[config.mk]
export PLATFORM = sky130hd
export DESIGN_NAME = ivec_regs
export DESIGN_NICKNAME = d
export VERILOG_FILES = /design/src/rtl/ivec_pkg.sv /design/src/rtl/ivec_regs.sv /design/src/rtl/vec_merge.sv
export SDC_FILE = /design/constraint.sdc
export NUM_CORES = 1
export LEC_CHECK = 0
export BUFFER_PORTS_ARGS = -buffer_cell sky130_fd_sc_hd__buf_2
export CAP_MARGIN = 5
export CORE_MARGIN = 4
export CORE_UTILIZATION = 35
export CTS_BUF_LIST = sky130_fd_sc_hd__clkbuf_16
export DETAILED_ROUTE_END_ITERATION = 10
export PLACE_DENSITY = 0.64
export SKIP_LAST_GASP = 1
export SLEW_MARGIN = 40
export SYNTH_ARGS = -nofsm -noshare
export SYNTH_HDL_FRONTEND = slang
export SYNTH_SLANG_ARGS = --single-unit
export TNS_END_PERCENT = 30
[constraint.sdc]
create_clock -name CLK_SYS_IN -period 1.7 [get_ports CLK_SYS_IN]
set_clock_uncertainty 0.1 [all_clocks]
set_input_delay 0.17 -clock CLK_SYS_IN [delete_from_list [all_inputs] [get_ports CLK_SYS_IN]]
set_output_delay 0.17 -clock CLK_SYS_IN [all_outputs]
set_load 0.1 [all_outputs]
[src/rtl/ivec_pkg.sv]
// ==========================================================
// Register map, field layout and carriers for the vector registers
package ivec_pkg;

  // ========================================================
  // Register offsets within the node space
  localparam logic [7:0] DEST_MASK_ADDR  = 8'h48;
  localparam logic [7:0] VEC_OFFSET_ADDR = 8'h50;
  localparam logic [7:0] OWN_VEC_ADDR    = 8'h54;

  // ========================================================
  // Field positions and widths
  localparam int OFFSET_LSB    = 9;
  localparam int OFFSET_MSB    = 15;
  localparam int OFFSET_WIDTH  = 7;
  localparam int CHECK_LSB     = 9;
  localparam int CHECK_MSB     = 13;
  localparam int OWN_VEC_LSB   = 2;
  localparam int OWN_VEC_MSB   = 15;
  localparam int OWN_VEC_WIDTH = 14;
  localparam int MASK_WIDTH    = 16;
  localparam int VEC_WIDTH     = 16;
  localparam int NODE_WIDTH    = 4;
  localparam int IPL_WIDTH     = 2;

  // ========================================================
  // Reset values
  localparam logic [OFFSET_WIDTH-1:0]  OFFSET_RESET  = 7'h00;
  localparam logic [OWN_VEC_WIDTH-1:0] OWN_VEC_RESET = 14'h0000;
  localparam logic [MASK_WIDTH-1:0]    MASK_RESET    = 16'h0000;
  localparam logic [31:0]              RDATA_RESET   = 32'h00000000;

  // ========================================================
  // Carriers
  typedef struct packed {
    logic        write;
    logic        read;
    logic [7:0]  addr;
    logic [31:0] wdata;
  } reg_req_t;

  typedef struct packed {
    logic                  valid;
    logic [NODE_WIDTH-1:0] node;
    logic [IPL_WIDTH-1:0]  ipl;
  } ident_req_t;

  typedef struct packed {
    logic                 valid;
    logic [VEC_WIDTH-1:0] vector;
  } vec_t;

endpackage : ivec_pkg

[src/rtl/ivec_regs.sv]
`timescale 1ns/1ps
`default_nettype none
// What this block does
// - Join offset to I/O-side vector only when its bits 13:9 are zero.
// - Offset is a 7-bit read/write field at bits 15:9, reset zero.
// - Own vector sits at bits 15:2, reset zero; bits 1:0 read zero.
// - Return own vector to an identify matching the pending own request.
// - Own vector answers only own interrupts, never I/O-side ones.
// - Reserved bits read zero; software writes them as zero.
// - Own interrupt goes to every node set in the 16-bit mask.
module ivec_regs #(
  parameter logic [3:0] NODE_ID = 4'h0  // Own node number, arbitrary default
) (
  // Clock and reset
  input  wire logic                CLK_SYS_IN,
  input  wire logic                RST_N_IN,
  // Register access
  input  wire ivec_pkg::reg_req_t  REG_REQ_IN,
  output logic [31:0]              REG_RDATA_OUT,
  output logic                     REG_RVALID_OUT,
  // I/O-side vector path
  input  wire ivec_pkg::vec_t      IO_VEC_IN,
  output var ivec_pkg::vec_t       FWD_VEC_OUT,
  // Own interrupt request
  input  wire logic                OWN_IRQ_IN,
  input  wire logic [1:0]          OWN_IPL_IN,
  output logic                     INTR_REQ_OUT,
  output logic [15:0]              INTR_DEST_OUT,
  output logic [1:0]               INTR_IPL_OUT,
  // Identify handshake
  input  wire ivec_pkg::ident_req_t IDENT_REQ_IN,
  output var ivec_pkg::vec_t       IDENT_RESP_OUT
);
  import ivec_pkg::*;

  // ========================================================
  // Storage
  logic [OFFSET_WIDTH-1:0]  offset_field;
  logic [OWN_VEC_WIDTH-1:0] own_vec;
  logic [MASK_WIDTH-1:0]    dest_mask;
  logic                     irq_prev;
  logic [VEC_WIDTH-1:0]     merged_vec;
  logic                     merge_applied;
  logic                     ident_match;
  logic [31:0]              next_rdata;

  // Offset register write, upper and lower bits discarded
  always_ff @(posedge CLK_SYS_IN or negedge RST_N_IN) begin
    if (!RST_N_IN) begin
      offset_field <= OFFSET_RESET;
    end else if (REG_REQ_IN.write && REG_REQ_IN.addr == VEC_OFFSET_ADDR) begin
      offset_field <= REG_REQ_IN.wdata[OFFSET_MSB:OFFSET_LSB];
    end
  end

  // Own vector register write
  always_ff @(posedge CLK_SYS_IN or negedge RST_N_IN) begin
    if (!RST_N_IN) begin
      own_vec <= OWN_VEC_RESET;
    end else if (REG_REQ_IN.write && REG_REQ_IN.addr == OWN_VEC_ADDR) begin
      own_vec <= REG_REQ_IN.wdata[OWN_VEC_MSB:OWN_VEC_LSB];
    end
  end

  // Destination mask write
  always_ff @(posedge CLK_SYS_IN or negedge RST_N_IN) begin
    if (!RST_N_IN) begin
      dest_mask <= MASK_RESET;
    end else if (REG_REQ_IN.write && REG_REQ_IN.addr == DEST_MASK_ADDR) begin
      dest_mask <= REG_REQ_IN.wdata[MASK_WIDTH-1:0];
    end
  end

  // ========================================================
  // Read path, reserved and unmapped bits read zero
  always_comb begin
    next_rdata = RDATA_RESET;
    unique case (REG_REQ_IN.addr)
      DEST_MASK_ADDR: begin
        next_rdata[MASK_WIDTH-1:0] = dest_mask;
      end
      VEC_OFFSET_ADDR: begin
        next_rdata[OFFSET_MSB:OFFSET_LSB] = offset_field;
      end
      OWN_VEC_ADDR: begin
        next_rdata[OWN_VEC_MSB:OWN_VEC_LSB] = own_vec;
      end
      default: begin
        next_rdata = RDATA_RESET;
      end
    endcase
  end

  // Read data registered one cycle after the read strobe
  always_ff @(posedge CLK_SYS_IN or negedge RST_N_IN) begin
    if (!RST_N_IN) begin
      REG_RDATA_OUT  <= RDATA_RESET;
      REG_RVALID_OUT <= 1'b0;
    end else begin
      REG_RVALID_OUT <= REG_REQ_IN.read;
      if (REG_REQ_IN.read) begin
        REG_RDATA_OUT <= next_rdata;
      end
    end
  end

  // ========================================================
  // I/O-side vector forwarding
  vec_merge #(
    .VW (VEC_WIDTH),
    .OW (OFFSET_WIDTH),
    .CL (CHECK_LSB),
    .CH (CHECK_MSB)
  ) u_merge (
    .vec_in      (IO_VEC_IN.vector),
    .offset_in   (offset_field),
    .vec_out     (merged_vec),
    .applied_out (merge_applied)
  );

  // Forwarded vector never carries the own vector
  always_ff @(posedge CLK_SYS_IN or negedge RST_N_IN) begin
    if (!RST_N_IN) begin
      FWD_VEC_OUT <= '0;
    end else begin
      FWD_VEC_OUT.valid  <= IO_VEC_IN.valid;
      FWD_VEC_OUT.vector <= merged_vec;
    end
  end

  // ========================================================
  // Own interrupt transaction on the rising request
  always_ff @(posedge CLK_SYS_IN or negedge RST_N_IN) begin
    if (!RST_N_IN) begin
      irq_prev      <= 1'b0;
      INTR_REQ_OUT  <= 1'b0;
      INTR_DEST_OUT <= MASK_RESET;
      INTR_IPL_OUT  <= 2'h0;
    end else begin
      irq_prev     <= OWN_IRQ_IN;
      INTR_REQ_OUT <= OWN_IRQ_IN && !irq_prev;
      if (OWN_IRQ_IN && !irq_prev) begin
        INTR_DEST_OUT <= dest_mask;
        INTR_IPL_OUT  <= OWN_IPL_IN;
      end
    end
  end

  // Identify answered only for a matching pending own request
  assign ident_match = IDENT_REQ_IN.valid && OWN_IRQ_IN &&
                       IDENT_REQ_IN.node == NODE_ID &&
                       IDENT_REQ_IN.ipl == OWN_IPL_IN;

  // Answer registered one cycle after the identify, vector holds after
  always_ff @(posedge CLK_SYS_IN or negedge RST_N_IN) begin
    if (!RST_N_IN) begin
      IDENT_RESP_OUT <= '0;
    end else begin
      IDENT_RESP_OUT.valid <= ident_match;
      if (ident_match) begin
        IDENT_RESP_OUT.vector <= {own_vec, 2'b00};
      end
    end
  end
endmodule : ivec_regs
`default_nettype wire

[src/rtl/vec_merge.sv]
`timescale 1ns/1ps
`default_nettype none
// ==========================================================
// Joins the stored offset onto an I/O-side vector when its check
// field is clear; otherwise the vector passes unchanged
module vec_merge #(
  parameter int VW = 16,
  parameter int OW = 7,
  parameter int CL = 9,
  parameter int CH = 13
) (
  // Inputs
  input  wire logic [VW-1:0] vec_in,
  input  wire logic [OW-1:0] offset_in,
  // Outputs
  output logic      [VW-1:0] vec_out,
  output logic               applied_out
);

  // Offset applies only when the check field is all zero
  always_comb begin
    applied_out = (vec_in[CH:CL] == '0);
    if (applied_out) begin
      vec_out = {offset_in, vec_in[VW-OW-1:0]};
    end else begin
      vec_out = vec_in;
    end
  end

endmodule : vec_merge
`default_nettype wire

### Word level (Yosys, flattened, before mapping)

Cells that the tools add are included.

* register bits after elaboration: 106
* input bits: 71
* word-level logic and storage cells: 31
* output and inout bits: 86

* eq/ne operators: 4
* reductions and logical operators: 10
* muxes and demuxes: 4

Operator list (count)
* $eq 8x7->1 const B: 3
* $pmux 7 s3: 1
* $mux 16: 1
* $pmux 7 s2: 1
* $logic_and 1x1->1: 7
* $logic_not 5->1: 1
* $logic_not 4->1: 1
* $eq 2x2->1: 1
* $mux 2: 1
* $logic_not 1->1: 1

### Depth between registers and ports, before layout

Gate-level depths: netlist of the first run.

* depth in word-level cells: 3
* mapped depth: 6
* gate-level depth less buffers: 4

### Modules after synthesis

From an unflattened synthesis of the first run, not the netlist that was laid out.

* cells, all modules: 300
* area, all modules: 4349.2 µm²

By module, submodules not included
* ivec_regs: seq. area each 2652.5 µm², times used 1, area an instance 4176.5 µm², cells each 282
* vec_merge: seq. area each 0.0 µm², times used 1, area an instance 172.7 µm², cells each 18

### Worst setup path after synthesis of the first run

Ideal clock, no wire load.

* path kind: in2reg
* from: in REG_REQ_IN[33] in the netlist's numbering
* to: reg dest_mask[10]
* slack: -0.216 ns
* required time: 1.475 ns
* library setup time: 0.125 ns
* stages: 5
* data arrival time: 1.691 ns
* buffers on the path: 1
* cells stage by stage: or4b_4 nor3b_4 nand2_4 buf_6 mux2_4

* word-level cells in the longest chain between the ends: 2

RTL lines
* from (decl): RTL line ivec_regs.sv:18 `input wire ivec_pkg::reg_req_t REG_REQ_IN,`
* $eq 8x7->1: RTL line ivec_regs.sv:69 `end else if (REG_REQ_IN.write && REG_REQ_IN.addr == DEST_MASK_ADDR) begin`
* $logic_and 1x1->1: RTL line ivec_regs.sv:69
* to (signal assigned): RTL line ivec_regs.sv:70 `dest_mask <= REG_REQ_IN.wdata[MASK_WIDTH-1:0];`
* to (decl): RTL line ivec_regs.sv:40 `logic [MASK_WIDTH-1:0] dest_mask;`

No other way between the ends.
A chain may end at the register's enable or synchronous reset.

### Worst setup path after layout of the first run

* from: in REG_REQ_IN[33] in the netlist's numbering
* to: reg own_vec[11]

* word-level cells in the longest chain between the ends: 2

RTL lines
* $eq 8x7->1: RTL line ivec_regs.sv:60 `end else if (REG_REQ_IN.write && REG_REQ_IN.addr == OWN_VEC_ADDR) begin`
* $logic_and 1x1->1: RTL line ivec_regs.sv:60
* to (signal assigned): RTL line ivec_regs.sv:61 `own_vec <= REG_REQ_IN.wdata[OWN_VEC_MSB:OWN_VEC_LSB];`
* to (decl): RTL line ivec_regs.sv:39 `logic [OWN_VEC_WIDTH-1:0] own_vec;`

No other way between the ends.

==> flow_metrics.tcl, run 1 <==
set metrics [dict create \
    clock.fmax_ghz 0.613 \
    wl_per_cell_um 16.6 \
    vias 2909 \
    setup_ws_ns 0.0686 \
    cts_tree "yes" \
    htree_num_levels 3 \
    grt_first_pass_wirelength_um 16700 \
    die_area_um2 13900 \
    powerDensity_nw_per_um2 1040 \
    synth_seq_area_share_pct 62.8 \
    drt_iter0_drc 121 \
    grtUsageMet2_pct 24.5 \
    final_cell_mix "buf_2 (121), dfrtp_1 (106), mux2_2 (62), dlygate4sd3_1 (37), buf_4 (23)" \
    worst_pin_slew_ns 0.513 \
    rsz0062_at_grt "false" \
    cts_num_sinks 106 \
    fillers 1037 \
    drc 0 \
    relSlewSlack_pct 66.0 \
    period_share_pct 96.0 \
    maxCapViolCount 0 \
    synth_area_leaders "dfrtp_1 (63%), mux2_2 (17%), mux2_4 (3.6%)" \
    synth_xor_area_share_pct 0.415 \
    hp-class "input port to flop" \
    slew_viol_final 0 \
    layout_commonest_cell "buf_2" \
    ys_warn_count 0 \
    synthCells 289 \
    grtUsageTotal_pct 15.3 \
    drive_gt1_share_pct 49.7 \
    grtUsageMet3_pct 5.38 \
    grt-ovfl-total 0 \
    io_pins 157 \
    detail-route-antenna-nets 0 \
    synthSimpleGateAreaFrac_pct 4.12 \
    ir_worst_vdd_mv 0.702 \
    crit_type "input port to flop" \
    synthMuxAreaShare_pct 20.4 \
    dp_slack_ns -0.277 \
    cp_data_required_time_ns 1.82 \
    grt.met1_usage_pct 19.8 \
    synth_top_family_by_area "multiplexers" \
    start_kind "input port" \
    post_cts_buffers 0 \
    clockRootBuffer "clkbuf_16" \
    vias_per_cell 4.68 \
    synth_compound_area_share_pct 6.70 \
    start_util_pct 36.3 \
    p_leak_uw 0.00307 \
    holdWs_ns 0.00936 \
    portBuffers 122 \
    fp.dieW_um 118 \
    cp_data_arrival_time_ns 1.75 \
    antenna_found_initial 1 \
    hold_viol 0 \
    fp.coreArea_um2 11600 \
    fin_setup_tns_ns 0 \
    yosys.area.top_type_share_pct 62.8 \
    syn_area_um2 4220 \
    cts_made_buffers 9 \
    critPathMaxStageDelay_ns 0.57 \
    synth_ff_type "dfrtp_1" \
    p_total_uw 6000 \
    synth.distinct_cells 32 \
    first_global_vias 3102 \
    synth_edf_count 0 \
    die_h_um 118 \
    fin_crit_ns 1.63 \
    busiest_layer "met2" \
    syn2layout_area_growth_pct 37.1 \
    synth_area_leader_cell "dfrtp_1" \
    finish.utilization_pct 49.8 \
    syn_area_per_cell_um2 14.6 \
    clk_path_buf_depth 2 \
    synthArstFlopShare_pct 100 \
    drt-total-wl_um 10300 \
    clkLatencyLatePin_ns 0.34 \
    grt_max_degree 46 \
    num-nets-final 543 \
    cp_cell_sequence "buf_2, or4b_4, nor2_1, and4_1, buf_4, mux2_2" \
    ys_ff_latch 106 \
    clk_pin_slew_worst_paths_ns 0.07 \
    worstPathMaxFanout 5 \
    rows 39 \
    drt-pass1-iter-count 4 \
    synth_fa_ha_area_share_pct 0 \
    cp_slowest_cell "or4b_4" \
    gp_congestion 0.790 \
    hpwl_um 7430 \
    end_kind "flop" \
    status "completed" \
    setup_viol 0 \
]
-- metrics by stage --
stage	instance area (um^2)	cells
floorplan	4290	306
global placement	5100	567
detailed placement	5100	567
CTS	5780	620
global route	5790	620
finish	5790	621
-- routing by layer --
layer / wire [um] / up-vias
met4: 114 / 2
met5: 7 / -
li1: - / 1347
met1: 4610 / 1441
met2: 4850 / 109
met3: 729 / 10
-- synth_stat cells, types with 3 or more instances --
cell      count
a22oi_1      14
buf_4        19
mux2_4       10
dfrtp_1     106
nand3_1       3
o22ai_1       7
inv_1        11
a22o_1        5
a21o_1        5
mux2_2       62
a21oi_1       7
nor2_1       10
clkbuf_1      7
-- kinds of logic after synthesis --
kind of cell / Yosys count
flops: 106
buf+inv: 40
xor+xnor: 2
compound gates: 41
mux: 73
other cells: 1
simple gates: 26
-- flip-flops by register name, indices dropped and copies added, names as in the netlist --
name and count:
REG_RDATA_OUT 16, INTR_IPL_OUT 2, REG_RVALID_OUT 1, INTR_DEST_OUT 16, irq_prev 1, dest_mask 16, INTR_REQ_OUT 1, IDENT_RESP_OUT 15
own_vec 14, offset_field 7, FWD_VEC_OUT 17
-- worst max-delay path: cells and delay by family --
family        cells  cell delay, ns
buf+inv           2            0.27
mux               1            0.33
simple gates      3            0.97
-- final cells by class --
class / count / area, um^2 / share of cell area, %
flip-flops and latches: 106 / 2650 / 45.8
multi-input cells: 160 / 1400 / 24.2
repair buffers: 184 / 1200 / 20.7
clock buffers: 9 / 225 / 3.89
well taps: 143 / 179 / 3.09
clock inverters: 7 / 86.3 / 1.49
inverters: 11 / 41.3 / 0.713
diodes: 1 / 2.50 / 0.0432
-- path summary, 6_finish.rpt --
path | from | endpoint | slack (ns) | cells after the start
setup / recovery | REG_REQ_IN[33] | own_vec[11] | 0.07 | 6
hold / removal | REG_REQ_IN[13] | dest_mask[13] | 0.009 | 2
setup reg to reg | irq_prev | INTR_DEST_OUT[12] | 0.48 | 3
hold reg to reg | INTR_DEST_OUT[0] | INTR_DEST_OUT[0] | 0.40 | 1
max in group asynchronous | RST_N_IN | irq_prev | 0.78 | 3
min in group asynchronous | RST_N_IN | INTR_DEST_OUT[9] | 0.17 | 2
-- timing repair --
action                                 in CTS  in global routing
setup endpoints to repair                   0                 14
hold buffers                               37                  0
endpoints found under the hold margin     159                  0
resized for setup                           0                  1
-- report_power, final --
part | internal, uW | switching [uW]
combinational | 260 | 874
sequential | 2630 | 62.1
clock | 1280 | 895
total | 4170 | 1830
Power figures use the tool's default switching activity.
==> run 2: changes to the inputs <==
MAX_ROUTING_LAYER = met4   (was unset)
==> flow_metrics.tcl, run 2 (synthesis results as in run 1) <==
set metrics [dict create \
    status "completed" \
    detail-route-antenna-nets 0 \
    cts_made_buffers 9 \
    clkLatencyLatePin_ns 0.35 \
    drive_gt1_share_pct 49.7 \
    num-nets-final 543 \
    r2r-start "irq_prev" \
    hpwl_um 7430 \
    cts_num_sinks 106 \
    cp_slowest_cell "or4b_4" \
    antenna_found_initial 1 \
    rows 39 \
    first_global_vias 3095 \
    gp_congestion 0.801 \
    grtUsageTotal_pct 15.8 \
    io_pins 157 \
    cp-endpoint "own_vec[11]" \
    worstPathMaxFanout 5 \
    drt_iter0_drc 127 \
    cp_data_arrival_time_ns 1.75 \
    drt-total-wl_um 10300 \
    relSlewSlack_pct 66.1 \
    cts_tree "yes" \
    rsz0062_at_grt "false" \
    rr_worst_depth 3 \
    clock.fmax_ghz 0.613 \
    largest_reg_flops 17 \
    crit_start "REG_REQ_IN[33]" \
    vias 2905 \
    wl_per_cell_um 16.6 \
    fp.dieW_um 118 \
    powerDensity_nw_per_um2 1040 \
    crit_type "input port to flop" \
    cp_cell_sequence "buf_2, or4b_4, nor2_1, and4_1, buf_4, mux2_2" \
    ir_worst_vdd_mv 0.698 \
    grt_first_pass_wirelength_um 16700 \
    slew_viol_final 0 \
    dp_slack_ns -0.277 \
    clk_path_buf_depth 2 \
    rrSetupSlack_ns 0.47 \
    start_kind "input port" \
    layout_commonest_cell "buf_2" \
    r2r_end "INTR_DEST_OUT[12]" \
    setup_viol 0 \
    die_area_um2 13900 \
    worst_pin_slew_ns 0.512 \
    clockRootBuffer "clkbuf_16" \
    fin_crit_ns 1.63 \
    htree_num_levels 3 \
    end_kind "flop" \
    drt-pass1-iter-count 4 \
    fin_setup_tns_ns 0 \
    hp-class "input port to flop" \
    dp.cells 567 \
    grt-ovfl-total 0 \
    largest_register "FWD_VEC_OUT" \
    final_cells 622 \
    maxCapViolCount 0 \
    holdWs_ns 0.00609 \
    portBuffers 122 \
    period_share_pct 95.9 \
    critPathMaxStageDelay_ns 0.57 \
    setup_ws_ns 0.0698 \
    p_leak_uw 0.00307 \
    cp_data_required_time_ns 1.82 \
    drc 0 \
    hold_viol 0 \
    final_cell_mix "buf_2 (121), dfrtp_1 (106), mux2_2 (62), dlygate4sd3_1 (37), buf_4 (23)" \
    clk_pin_slew_worst_paths_ns 0.07 \
    start_util_pct 36.3 \
    fillers 1036 \
    syn2layout_area_growth_pct 37.2 \
    die_h_um 118 \
    grt_max_degree 46 \
    p_total_uw 5990 \
    fp.coreArea_um2 11600 \
    vias_per_cell 4.67 \
]
## run 2: cell types whose count changed in the layout (fill, tap and decap cells not counted), sizes merged
cell | previous run | this run
diode | 1 | 2
## run 2: where the power goes
group / switching (uW) / leakage [uW] / total (uW) / internal, uW
clock network: 891 / 0.000152 / 2170 / 1280
logic: 874 / 0.00151 / 1130 / 260
registers: 62.0 / 0.00141 / 2690 / 2630
total: 1830 / 0.00307 / 5990 / 4170
## run 2: per-layer routing
layer / up-vias / global-route usage, % / wire length (um)
met5: - / - / 0
met4: 0 / 4.25 / 112
met3: 8 / 4.61 / 614
met2: 105 / 24.4 / 4890
met1: 1440 / 20.4 / 4680
li1: 1352 / - / -
## run 2: repair_timing
item / 4_1_cts / 5_1_grt
gates resized for setup: 0 / 1
buffers inserted: 0 / 0
hold buffers: 37 / 0
endpoints found under the hold margin: 159 / 0
endpoints found under the setup margin: 0 / 14
## run 2: final cells by class
type	instances	area [um^2]	area share (%)
flip-flops and latches	106	2650	45.8
multi-input cells	160	1400	24.2
repair buffers	184	1200	20.7
clock buffers	9	225	3.89
well taps	143	179	3.09
clock inverters	7	86.3	1.49
inverters	11	41.3	0.713
diodes	2	5.00	0.0864
## run 2: worst max-delay path: cells and delay by family
| family | cells | cell delay, ns |
|---|---|---|
| buffers and inverters | 2 | 0.27 |
| AND/OR/NAND/NOR | 3 | 0.97 |
| multiplexers | 1 | 0.33 |
## run 2: through the flow
step / util [%] / instance area, um^2
6_report: 49.9 / 5790
3_3_place_gp: 43.9 / 5100
4_1_cts: 49.8 / 5780
5_1_grt: 49.8 / 5790
2_1_floorplan: - / 4290
3_5_place_dp: 43.9 / 5100
## run 2: worst min path at each step
stage,depth (start not counted),to,start
floorplan,0,FWD_VEC_OUT[0],RST_N_IN
global placement,1,INTR_DEST_OUT[9],RST_N_IN
detailed placement,1,INTR_DEST_OUT[9],RST_N_IN
CTS,2,dest_mask[13],REG_REQ_IN[13]
global route,2,dest_mask[13],REG_REQ_IN[13]
finish,2,dest_mask[13],REG_REQ_IN[13]
==> run 3: changes to the inputs <==
REMOVE_ABC_BUFFERS = 1   (was unset)
==> flow_metrics.tcl, run 3 (synthesis results as in run 1) <==
set metrics [dict create \
    status "completed" \
    routed-wl-met2_um 5330 \
    p_leak_uw 0.00305 \
    cts_tree "yes" \
    fp.coreArea_um2 11600 \
    grt-ovfl-total 0 \
    postCtsHoldBufs 35 \
    die_h_um 118 \
    antenna_cells 0 \
    drt-pass1-iter-count 4 \
    die_area_um2 13900 \
    syn2layout_area_growth_pct 36.1 \
    grtUsageTotal_pct 15.6 \
    hpwl_um 7400 \
    drt-total-wl_um 10200 \
    ir_worst_vdd_mv 0.510 \
    final_cells 614 \
    cp_data_required_time_ns 1.82 \
    multi_input_area_um2 1400 \
    cts_resized 0 \
    antenna_found_initial 0 \
    vias 2900 \
    largest_reg_flops 17 \
    clk_pin_slew_worst_paths_ns 0.07 \
    fp.dieW_um 118 \
    io_pins 157 \
    start_kind "input port" \
    hp-class "input port to flop" \
    slew_viol_final 0 \
    setup_viol 0 \
    period_share_pct 95.8 \
    wl_per_cell_um 16.6 \
    largest_register "FWD_VEC_OUT" \
    worst_pin_slew_ns 0.615 \
    drt_iter0_drc 113 \
    fillers 1028 \
    grt_max_degree 45 \
    drc 0 \
    p_total_uw 5840 \
    drive_gt1_share_pct 49.9 \
    htree_num_levels 3 \
    fin_crit_ns 1.63 \
    end_kind "flop" \
    crit_type "input port to flop" \
    cts_made_buffers 9 \
    rows 39 \
    clockRootBuffer "clkbuf_16" \
    clk_path_buf_depth 2 \
    powerDensity_nw_per_um2 1020 \
    relSlewSlack_pct 58.8 \
    worstPathMaxFanout 14 \
    cp_data_arrival_time_ns 1.75 \
    cts_num_sinks 106 \
    layout_commonest_cell "buf_2" \
    top_layer_used "met4" \
    detail-route-antenna-nets 0 \
    holdWs_ns 0.0121 \
    grt_first_pass_wirelength_um 16900 \
    num-nets-final 537 \
    hold_viol 0 \
    post_cts_buffers 0 \
    vias_per_cell 4.72 \
    regArea_um2 2650 \
    rsz0062_at_grt "false" \
    clock.fmax_ghz 0.614 \
    clkLatencyLatePin_ns 0.33 \
    start_util_pct 36.3 \
    portBuffers 122 \
    dp.cells 563 \
    gp_congestion 0.750 \
    maxCapViolCount 0 \
    first_global_vias 3262 \
    wl_met1_um 4150 \
    route.met3.wl_um 522 \
    final_cell_mix "buf_2 (121), dfrtp_1 (106), mux2_2 (62), dlygate4sd3_1 (35), conb_1 (18)" \
]
-- run 3: layer usage --
layer,vias up,global-route usage [%]
met4,0,4.47
met3,14,4.52
met5,-,-
met1,1458,18.4
li1,1343,-
met2,85,26.3
-- run 3: final timing paths --
path                              startpoint                 to  slack [ns]  cells past startpoint
min in group asynchronous           RST_N_IN     FWD_VEC_OUT[4]        0.20                      2
min reg2reg                INTR_DEST_OUT[11]  INTR_DEST_OUT[11]        0.40                      1
min                           REG_REQ_IN[12]      dest_mask[12]        0.01                      2
max reg2reg                  offset_field[4]  REG_RDATA_OUT[13]        0.49                      3
max in group asynchronous           RST_N_IN   REG_RDATA_OUT[9]        0.73                      3
max                           REG_REQ_IN[33]         own_vec[4]        0.07                      6
-- run 3: where the power goes --
group	internal [uW]	switching, uW
logic	261	873
registers	2630	63.5
clock network	1130	886
total	4020	1820
-- run 3: area by class of cell --
type                            count  area share, %
Clock buffer                        9           3.92
Clock inverter                      7           1.07
Inverter                           11          0.719
Multi-Input combinational cell    160           24.4
Sequential cell                   106           46.2
Tap cell                          143           3.11
Timing Repair Buffer              178           20.6
-- run 3: worst max-delay path, cell delays in order --
cell and delay (ns):
buf_2 0.10, or4b_4 0.57, nor2_1 0.14, and4_1 0.26, buf_12 0.17, mux2_2 0.35
-- run 3: metrics by stage --
step                util [%]  setup WS [ns]  TNS [ns]  instance area [um^2]
CTS                     49.5         0.0774         0                  5740
floorplan                  -         -0.239     -6.83                  4100
global placement        44.0         -0.224     -9.26                  5110
global route            49.5        0.00384         0                  5740
finish                  49.5         0.0710         0                  5740
detailed placement      44.0         -0.281    -10.83                  5110
